$ cat config.mk
export PLATFORM = sky130hd
export DESIGN_NAME = interrupt_and_time_base_unit_flat
export DESIGN_NICKNAME = d
export VERILOG_FILES = /design/src/core/itbu_pkg.sv /design/src/core/itbu_if.sv /design/src/core/interrupt_and_time_base_unit.sv /design/src/flat_wrapper.sv
export SDC_FILE = /design/constraint.sdc
export NUM_CORES = 1
export LEC_CHECK = 0
export ABC_AREA = 1
export BUFFER_PORTS_ARGS = -buffer_cell sky130_fd_sc_hd__clkbuf_2
export CAP_MARGIN = 20
export CORE_MARGIN = 2
export CORE_UTILIZATION = 40
export CTS_CLUSTER_DIAMETER = 40
export DETAILED_ROUTE_END_ITERATION = 16
export SLEW_MARGIN = 0
export SYNTH_ARGS = -nofsm -noshare
export SYNTH_HDL_FRONTEND = slang
export SYNTH_SLANG_ARGS = --single-unit
$ cat constraint.sdc
create_clock -name clk_sys -period 8.2 [get_ports clk_sys]
set_clock_uncertainty 0.05 [all_clocks]
set_input_delay 1.23 -clock clk_sys [delete_from_list [all_inputs] [get_ports clk_sys]]
set_output_delay 1.23 -clock clk_sys [all_outputs]
set_load 0.005 [all_outputs]
$ cat src/core/itbu_pkg.sv
// Constants shared by the interrupt unit and its core-side partner.
// Assumes a single system clock and an active-high asynchronous reset.
package itbu_pkg;
    localparam int          ADDR_W           = 4;
    localparam int          DATA_W           = 8;
    // Register offsets of the device.
    localparam logic [3:0]  OFF_PSC0         = 4'h0;
    localparam logic [3:0]  OFF_PSC1         = 4'h1;
    localparam logic [3:0]  OFF_TIME_BASE0_CONTROL         = 4'h2;
    localparam logic [3:0]  OFF_TIME_BASE1_CONTROL         = 4'h3;
    localparam logic [3:0]  OFF_FLAGS        = 4'h4;
    localparam logic [3:0]  OFF_ENABLES      = 4'h5;
    localparam logic [3:0]  OFF_GRP          = 4'h6;
    localparam logic [3:0]  OFF_GLOBAL       = 4'h7;
    // Field positions, reset read value, time-base exponent and divider count.
    localparam int          TB_EN_BIT        = 7;
    localparam int          GIE_BIT          = 0;
    localparam logic [7:0]  RESET_VAL        = 8'h00;
    localparam int          TB_BASE_EXP      = 8;
    localparam int          DIV4_COUNT       = 4;
    // Source indices in the flag and enable registers.
    localparam int          SRC_TB0          = 0;
    localparam int          SRC_TB1          = 1;
    localparam int          SRC_SIM          = 2;
    localparam int          SRC_UART         = 3;
    localparam int          SRC_EEW          = 4;
    localparam int          SRC_LVD          = 5;
    localparam int          SRC_TMA          = 6;
    localparam int          SRC_TMP          = 7;
    localparam int          NUM_VEC          = 7;
    // Vector numbers, in fixed priority order, lowest number wins.
    localparam logic [2:0]  VEC_SIM          = 3'h0;
    localparam logic [2:0]  VEC_UART         = 3'h1;
    localparam logic [2:0]  VEC_TB0          = 3'h2;
    localparam logic [2:0]  VEC_TB1          = 3'h3;
    localparam logic [2:0]  VEC_MF0          = 3'h4;
    localparam logic [2:0]  VEC_MF1          = 3'h5;
    localparam logic [2:0]  VEC_MF2          = 3'h6;
endpackage

$ cat src/core/itbu_if.sv
// Interface joining the interrupt unit and the core that services it.
// Assumes both ends run on the same system clock.
`timescale 1ns/100ps
interface itbu_if;
    logic       [3:0]  addr;
    logic       [7:0]  wdata;
    logic              wr;
    logic              rd;
    logic       [7:0]  rdata;
    logic              irq_req;
    logic       [2:0]  irq_vec;
    logic              irq_ack;
    logic              stack_full;
    logic              return_from_interrupt_instr;
    logic              plain_return_instr;
    modport device (input addr, input wdata, input wr, input rd, output rdata, output irq_req, output irq_vec,
                    input irq_ack, input stack_full, input return_from_interrupt_instr,
                    input plain_return_instr);
    modport core (output addr, output wdata, output wr, output rd, input rdata, input irq_req, input irq_vec,
                  output irq_ack, output stack_full, output return_from_interrupt_instr,
                  output plain_return_instr);
endinterface

$ cat src/core/interrupt_and_time_base_unit.sv
// Interrupt controller with two time-base generators, device end of itbu_if.
// Assumes sub clock and peripheral event inputs arrive from other domains as levels or pulses.
//
// The plain strobed port and the address map were left to the implementer.
`timescale 1ns/100ps
module interrupt_and_time_base_unit (
    input  wire logic        clk_sys,
    input  wire logic        rst,
    itbu_if.device           bus,
    input  wire logic        sub_clock,
    input  wire logic        sim_byte_done,
    input  wire logic        sim_addr_match,
    input  wire logic        sim_bus_timeout,
    input  wire logic [5:0]  uart_events,
    input  wire logic        eeprom_write_done,
    input  wire logic        low_voltage,
    input  wire logic        timer_module_match_a,
    input  wire logic        timer_module_match_p,
    output logic             wake_up
);
    import itbu_pkg::*;

    typedef struct packed {
        logic [1:0]  prescaler0_source_field;
        logic [1:0]  prescaler1_source_field;
        logic [7:0]  time_base0_control;
        logic [7:0]  time_base1_control;
        logic [7:0]  flags;
        logic [7:0]  enables;
        logic [2:0]  group_request_flag;
        logic [2:0]  group_irq_enable;
        logic        global_irq_enable;
        logic [1:0]  div4_cnt;
        logic [14:0] tb0_cnt;
        logic [14:0] tb1_cnt;
        logic [11:0] sync1;
        logic [11:0] sync2;
        logic [11:0] sync3;
        logic [7:0]  rdata;
        logic        wake;
        logic        req;
        logic [2:0]  vec;
    } state_s;

    state_s st_reg;
    state_s st_next;

    logic [11:0] rise;
    logic        psc_tick0;
    logic        psc_tick1;
    logic [7:0]  new_set;
    logic [7:0]  clr_mask;
    logic [2:0]  grp_set;
    logic [6:0]  pend;
    logic [14:0] tb0_sum;
    logic [14:0] tb1_sum;

    function automatic logic prescale_tick(input logic [1:0] sel, input logic div4, input logic sub_rise);
        case (sel)
            2'b00:   prescale_tick = 1'b1;
            2'b01:   prescale_tick = div4;
            default: prescale_tick = sub_rise;
        endcase
    endfunction

    function automatic logic tb_overflow(input logic [14:0] cnt, input logic [2:0] code);
        tb_overflow = (cnt == ((15'h0001 << (TB_BASE_EXP + 32'(code))) - 15'h0001)) || (code == 3'h7 && &cnt);
    endfunction

    function automatic logic [2:0] first_vec(input logic [6:0] p);
        first_vec = VEC_SIM;
        for (int i = NUM_VEC - 1; i >= 0; i--) begin
            if (p[i]) begin
                first_vec = 3'(i);
            end
        end
    endfunction

    always_comb begin
        st_next = st_reg;
        rise = st_reg.sync2 & ~st_reg.sync3;
        st_next.sync1 = {timer_module_match_p, timer_module_match_a, low_voltage, eeprom_write_done,
                         uart_events, sim_byte_done | sim_addr_match | sim_bus_timeout, sub_clock};
        st_next.sync2 = st_reg.sync1;
        st_next.sync3 = st_reg.sync2;
        st_next.div4_cnt = st_reg.div4_cnt + 2'h1;
        psc_tick0 = prescale_tick(st_reg.prescaler0_source_field, &st_reg.div4_cnt, rise[0]);
        psc_tick1 = prescale_tick(st_reg.prescaler1_source_field, &st_reg.div4_cnt, rise[0]);
        tb0_sum = st_reg.tb0_cnt + 15'h0001;
        tb1_sum = st_reg.tb1_cnt + 15'h0001;
        new_set = '0;
        if (!st_reg.time_base0_control[TB_EN_BIT]) begin
            st_next.tb0_cnt = '0;
        end else if (psc_tick0) begin
            if (tb_overflow(st_reg.tb0_cnt, st_reg.time_base0_control[2:0])) begin
                st_next.tb0_cnt = '0;
                new_set[SRC_TB0] = 1'b1;
            end else begin
                st_next.tb0_cnt = tb0_sum;
            end
        end
        if (!st_reg.time_base1_control[TB_EN_BIT]) begin
            st_next.tb1_cnt = '0;
        end else if (psc_tick1) begin
            if (tb_overflow(st_reg.tb1_cnt, st_reg.time_base1_control[2:0])) begin
                st_next.tb1_cnt = '0;
                new_set[SRC_TB1] = 1'b1;
            end else begin
                st_next.tb1_cnt = tb1_sum;
            end
        end
        new_set[SRC_SIM]  = rise[1];
        new_set[SRC_UART] = |rise[7:2];
        new_set[SRC_EEW]  = rise[8];
        new_set[SRC_LVD]  = rise[9];
        new_set[SRC_TMA]  = rise[10];
        new_set[SRC_TMP]  = rise[11];
        grp_set = {new_set[SRC_TMP] & st_reg.enables[SRC_TMP],
                   new_set[SRC_TMA] & st_reg.enables[SRC_TMA],
                   (new_set[SRC_EEW] & st_reg.enables[SRC_EEW]) | (new_set[SRC_LVD] & st_reg.enables[SRC_LVD])};
        clr_mask = '0;
        st_next.rdata = RESET_VAL;
        if (bus.rd) begin
            case (bus.addr)
                OFF_PSC0:    st_next.rdata = {6'h00, st_reg.prescaler0_source_field};
                OFF_PSC1:    st_next.rdata = {6'h00, st_reg.prescaler1_source_field};
                OFF_TIME_BASE0_CONTROL:    st_next.rdata = st_reg.time_base0_control;
                OFF_TIME_BASE1_CONTROL:    st_next.rdata = st_reg.time_base1_control;
                OFF_FLAGS:   st_next.rdata = st_reg.flags;
                OFF_ENABLES: st_next.rdata = st_reg.enables;
                OFF_GRP:     st_next.rdata = {1'b0, st_reg.group_irq_enable, 1'b0, st_reg.group_request_flag};
                OFF_GLOBAL:  st_next.rdata = {7'h00, st_reg.global_irq_enable};
                default:     st_next.rdata = RESET_VAL;
            endcase
        end
        if (bus.wr) begin
            case (bus.addr)
                OFF_PSC0:    st_next.prescaler0_source_field = bus.wdata[1:0];
                OFF_PSC1:    st_next.prescaler1_source_field = bus.wdata[1:0];
                OFF_TIME_BASE0_CONTROL:    st_next.time_base0_control = {bus.wdata[7], 4'h0, bus.wdata[2:0]};
                OFF_TIME_BASE1_CONTROL:    st_next.time_base1_control = {bus.wdata[7], 4'h0, bus.wdata[2:0]};
                OFF_FLAGS:   st_next.flags = bus.wdata;
                OFF_ENABLES: st_next.enables = bus.wdata;
                OFF_GRP: begin
                    st_next.group_request_flag = bus.wdata[2:0];
                    st_next.group_irq_enable = bus.wdata[6:4];
                end
                OFF_GLOBAL:  st_next.global_irq_enable = bus.wdata[GIE_BIT];
                default:     st_next.rdata = st_next.rdata;
            endcase
        end
        if (bus.return_from_interrupt_instr && !bus.plain_return_instr) begin
            st_next.global_irq_enable = 1'b1;
        end
        if (bus.irq_ack) begin
            st_next.global_irq_enable = 1'b0;
            case (st_reg.vec)
                VEC_SIM:  clr_mask[SRC_SIM] = 1'b1;
                VEC_UART: clr_mask[SRC_UART] = 1'b1;
                VEC_TB0:  clr_mask[SRC_TB0] = 1'b1;
                VEC_TB1:  clr_mask[SRC_TB1] = 1'b1;
                VEC_MF0:  st_next.group_request_flag[0] = 1'b0;
                VEC_MF1:  st_next.group_request_flag[1] = 1'b0;
                VEC_MF2:  st_next.group_request_flag[2] = 1'b0;
                default:  clr_mask = '0;
            endcase
        end
        st_next.flags = (st_next.flags & ~clr_mask) | new_set;
        st_next.group_request_flag = st_next.group_request_flag | grp_set;
        st_next.wake = |(new_set & ~st_reg.flags);
        pend = {st_reg.group_request_flag & st_reg.group_irq_enable,
                st_reg.flags[SRC_TB1] & st_reg.enables[SRC_TB1],
                st_reg.flags[SRC_TB0] & st_reg.enables[SRC_TB0],
                st_reg.flags[SRC_UART] & st_reg.enables[SRC_UART],
                st_reg.flags[SRC_SIM] & st_reg.enables[SRC_SIM]};
        st_next.req = st_reg.global_irq_enable && !bus.stack_full && (|pend) && !bus.irq_ack;
        st_next.vec = first_vec(pend);
    end

    always_ff @(posedge clk_sys or posedge rst) begin
        if (rst) begin
            st_reg <= '0;
        end else begin
            st_reg <= st_next;
        end
    end

    assign bus.rdata   = st_reg.rdata;
    assign bus.irq_req = st_reg.req;
    assign bus.irq_vec = st_reg.vec;
    assign wake_up     = st_reg.wake;
endmodule // interrupt_and_time_base_unit

$ cat src/flat_wrapper.sv
// flat-port wrapper written by rule: the top's interface ports become plain ports
module interrupt_and_time_base_unit_flat import itbu_pkg::*;
  (clk_sys, rst, sub_clock, sim_byte_done, sim_addr_match, sim_bus_timeout, uart_events, eeprom_write_done, low_voltage, timer_module_match_a, timer_module_match_p, wake_up, bus_addr, bus_wdata, bus_wr, bus_rd, bus_rdata, bus_irq_req, bus_irq_vec, bus_irq_ack, bus_stack_full, bus_return_from_interrupt_instr, bus_plain_return_instr);
  itbu_if bus_i ();
  input  wire logic clk_sys;
  input  wire logic rst;
  input  wire logic sub_clock;
  input  wire logic sim_byte_done;
  input  wire logic sim_addr_match;
  input  wire logic sim_bus_timeout;
  input  wire logic [5:0] uart_events;
  input  wire logic eeprom_write_done;
  input  wire logic low_voltage;
  input  wire logic timer_module_match_a;
  input  wire logic timer_module_match_p;
  output logic wake_up;
  input wire logic [$bits(bus_i.addr)-1:0] bus_addr;
  input wire logic [$bits(bus_i.wdata)-1:0] bus_wdata;
  input wire logic [$bits(bus_i.wr)-1:0] bus_wr;
  input wire logic [$bits(bus_i.rd)-1:0] bus_rd;
  output wire logic [$bits(bus_i.rdata)-1:0] bus_rdata;
  output wire logic [$bits(bus_i.irq_req)-1:0] bus_irq_req;
  output wire logic [$bits(bus_i.irq_vec)-1:0] bus_irq_vec;
  input wire logic [$bits(bus_i.irq_ack)-1:0] bus_irq_ack;
  input wire logic [$bits(bus_i.stack_full)-1:0] bus_stack_full;
  input wire logic [$bits(bus_i.return_from_interrupt_instr)-1:0] bus_return_from_interrupt_instr;
  input wire logic [$bits(bus_i.plain_return_instr)-1:0] bus_plain_return_instr;
  assign bus_i.addr = bus_addr;
  assign bus_i.wdata = bus_wdata;
  assign bus_i.wr = bus_wr;
  assign bus_i.rd = bus_rd;
  assign bus_rdata = bus_i.rdata;
  assign bus_irq_req = bus_i.irq_req;
  assign bus_irq_vec = bus_i.irq_vec;
  assign bus_i.irq_ack = bus_irq_ack;
  assign bus_i.stack_full = bus_stack_full;
  assign bus_i.return_from_interrupt_instr = bus_return_from_interrupt_instr;
  assign bus_i.plain_return_instr = bus_plain_return_instr;
  interrupt_and_time_base_unit u_core (.clk_sys(clk_sys), .rst(rst), .bus(bus_i), .sub_clock(sub_clock), .sim_byte_done(sim_byte_done), .sim_addr_match(sim_addr_match), .sim_bus_timeout(sim_bus_timeout), .uart_events(uart_events), .eeprom_write_done(eeprom_write_done), .low_voltage(low_voltage), .timer_module_match_a(timer_module_match_a), .timer_module_match_p(timer_module_match_p), .wake_up(wake_up));
endmodule
Word-level counts from Yosys, hierarchy flattened
Index checks and enable logic that the tools add are counted.

storage, ports and cells
  bits in registers = 116
  bits in latches = 0
  bits in writable memories = 0
  ROM bits = 0
  bits of input ports = 34
  output and inout port bits = 13
  logic and storage cells = 138
  memories kept = 0

operators by class
  $add $sub $neg = 7
  multipliers = 0
  divide/modulo/power cells = 0
  order comparisons = 0
  equal/unequal tests = 21
  shift operators = 2
  multiplexer cells = 39
  bitwise logic cells = 20
  reductions and logical operators = 30

operator list
  kind                                                                   count
  15-bit two-way mux                                                     6
  8-bit case mux with 8 select lines                                     1
  1-bit by 32-bit left shift with 15-bit output, first input constant    2
  15-bit by 1-bit adder with 15-bit output, second input constant        2
  15-bit equality test                                                   2
  15-bit AND reduction                                                   2
  15-bit by 1-bit subtractor with 15-bit output, second input constant   2
  3-bit two-way mux                                                      8
  8-bit two-way mux                                                      3
  23-bit two-way mux                                                     1
  8-bit bitwise AND                                                      2
  4-bit by 3-bit equality test with 1-bit output, second input constant  4
  1-bit two-way mux                                                      16
  2-bit AND reduction                                                    8
  3-bit equality test, second input constant                             5
  12-bit bitwise AND                                                     1
  12-bit inverter                                                        1
  4-bit by 3-bit adder with 5-bit output, first input constant           2
  1-bit bitwise AND                                                      8
  4-bit by 2-bit equality test with 1-bit output, second input constant  2
  4-bit inverter with 8-bit output                                       1
  8-bit inverter                                                         1
  8-bit bitwise OR                                                       1
  8-bit OR reduction                                                     1
  other kinds (21)                                                       37

Longest topological paths before layout
  word-level depth = 10
  gate-level depth with buffers = 17
  gate-level depth less buffers = 16

Worst setup path before layout
Ideal clock, no wire load.

  kind = input port to flip-flop
  start point = input port bus_addr[2]
  end point = register u_core.st_reg[96] (netlist name)
  arrival = 2.133 ns
  required time = 8.029 ns
  path slack = 5.896 ns
  stages = 8
  path buffers = 1
  cells stage by stage = inv_1 > nor2_2 > nand2_1 > inv_1 > nand2_1 > buf_2 > o21ai_0 > nand2_1

RTL lines
  item                  line                                 text
  from (decl)           flat_wrapper.sv:17                   input wire logic [$bits(bus_i.addr)-1:0] bus_addr;
  to (signal assigned)  interrupt_and_time_base_unit.sv:184  st_reg <= st_next;
  to (decl)             interrupt_and_time_base_unit.sv:45   state_s st_reg;

==> flow_summary.yaml <==
routing:
  top_layer: "met4"
  drt_iter0_markers: 310
  vias: 4944
  wl_met2_um: 6500
  wl_met3_um: 570
  detail-route-antenna-nets: 0
  drc: 0
  wl_met1_um: 6270
  postRouteWirelength_um: 13700
  post_drt_wl_per_cell_um: 14.2
  first_pass_iters: 6
  vias_per_cell: 5.12
die:
  die_area_mm2: 0.0156
  io_pins: 47
  die_x_um: 125
  die-height_um: 125
  fp-row-count: 44
  start_util_pct: 40.6
  coreArea_mm2: 0.0144
global_routing:
  grt_max_degree: 85
  antenna_found_initial: 0
  grt_first_pass_wirelength_um: 22800
  grt_pass1_vias: 4666
  track_usage_pct: 18.2
  grt_overflow: 0
final_layout:
  layout_commonest_cell: "nand2_1"
  areaGrowthSynthToFinish_pct: 16.5
  final_cell_mix: "nand2_1, dfrtp_1, inv_1"
  largest_register_ff_count: 79
  antenna_cells: 0
  design_area_mm2: 0.00682
  finalNetCount: 808
  fin_util_pct: 47.3
  drive_above_1_share_pct: 14.8
  instances_no_fill: 966
critical_path:
  crit_required_ns: 8.50
  r2r-end: "u_core.st_reg[75]"
  crit_path_start_kind: "input port"
  rr_worst_depth: 16
  crit_type: "input port to flop"
  r2r_slack_ns: 5.95
  crit_fanout: 15
  cp-startpoint: "bus_addr[2]"
  r2r-start: "u_core.st_reg[113]"
  worst_ep_arrival_time_ns: 2.79
  crit_path_end_kind: "flop"
power:
  max-vdd-ir-drop_v: 0.000153
  fin_total_pwr_mw: 1.74
  power_density_mw_per_mm2: 255
  p_leak_nw: 3.38
timing:
  final.min_clock_period_ns: 2.49
  hold_viol_final: 0
  drv_slew: 0
  max_slew_margin_pct: 32.6
  fmax_mhz: 402
  worstMarginPinSlew_ns: 1.01
  setup_slack_ns: 5.71
  finalSetupTns_ns: 0
  fin_crit_sh_pct: 30.3
  finalSetupViolCount: 0
  hold_ws_ns: 0.296
  rsz0062_at_grt: "no"
clock_network:
  clk_pin_slew_worst_paths_ns: 0.05
  clk-insertion-delay-late_ns: 0.41
  cts_tree: "built"
  htree_levels: 4
  cts.repair.resized: 0
  postCtsHoldBufs: 0
  cts-root-buf: "clkbuf_16"
  clock_sinks: 116
  numCtsBuffers: 17
  clock_path_buffers: 2
  postCtsSetupRepairBufs: 0
logic_synthesis:
  synth_area_mm2: 0.00585
  synthFlopType: "dfrtp_1"
  synth_cell_types: 46
  syn_nets: 762
  yosys_warnings: 0
  ys_seq_elements: 116
  synth_edf_count: 0
  ys_seq_area_share_pct: 49.6
  synth.avg_cell_area_um2: 8.10
  syn_inst: 723
  async_flop_share_pct: 100
min_path:
  hold_depth: 0
  min-delay-start: "u_core.st_next[33]"
  hold_class: "flop to flop"
  hold_path_end: "u_core.st_next[21]"
placement:
  dp_hpwl_um: 10100
  routabilityCongestion: 0.924
  port-buffer-count: 46
  placed_cell_area_mm2: 0.00618
  place_worst_setup_slack_ns: 5.37
  placed_cells: 932
status:
  status: "completed"
flow_run:
  drv_cap: 0
Yosys cell counts, drive strengths merged, types with 2 or more instances:
master  number  share of area [%]
o21bai       2               0.26
xnor2        2               0.30
clkbuf       2               0.13
nand3       54                5.2
nand2      220                 15
o22ai       13                1.4
a31oi        3               0.32
nor2        60                4.7
nor4         3               0.32
ha           5                1.1
inv         95                6.1
nand4       11                1.2
nand3b       9                1.2
o211ai       4               0.51
a21oi        9               0.77
buf         20                2.3
dfrtp      116                 50
xor2        15                2.2
nor3        10                1.0
o21ai       55                4.8
or2          3               0.32
critical path, cell delays in order:
cell and delay (ns):
clkbuf_2 0.09, inv_1 0.04, nor2_2 0.24, nand2_1 0.17, inv_1 0.21, nand2_1 0.35, a22oi_1 0.25, o21ai_0 0.10
nand2_1 0.09
worst max path at each step:
stage / end / slack [ns] / depth (start not counted)
6_report: u_core.st_reg[96] / 5.71 / 9
5_1_grt: u_core.st_reg[98] / 5.58 / 10
4_1_cts: u_core.st_reg[96] / 5.80 / 9
3_5_place_dp: u_core.st_reg[98] / 5.37 / 10
3_3_place_gp: u_core.st_reg[96] / 5.48 / 9
2_1_floorplan: u_core.bus.irq_req / 3.85 / 1
per-layer routing:
layer,track usage (%),up-vias
met4,7.65,0
li1,-,2417
met5,0,-
met2,28.7,129
met1,24.7,2374
met3,3.47,24
kinds of logic (layout without fill, tap and decap cells):
group,Yosys count,in the layout,synth area share [%]
AND/OR/NAND/NOR,372,372,28.7
flip-flops,116,116,49.6
AO/OA/AOI/OAI,94,94,9.17
multiplexers,2,2,0.363
adder cells (fa/ha/maj),5,5,1.07
XOR/XNOR,17,17,2.54
buffers and inverters,117,176,8.55
power by group:
part / internal [mW] / switching (mW) / total, mW
Sequential: 0.636 / 0.0664 / 0.702
Clock: 0.484 / 0.259 / 0.743
Combinational: 0.105 / 0.189 / 0.295
layout make-up:
cell class | count | area (um2)
clock buffer | 19 | 443
clock inverter | 13 | 159
fill | 1423 | 7600
inverter | 95 | 359
multi-input combinational | 490 | 2450
sequential | 116 | 2900
tap | 184 | 230
timing repair buffer | 49 | 277
(Power assumes the default switching activity.)
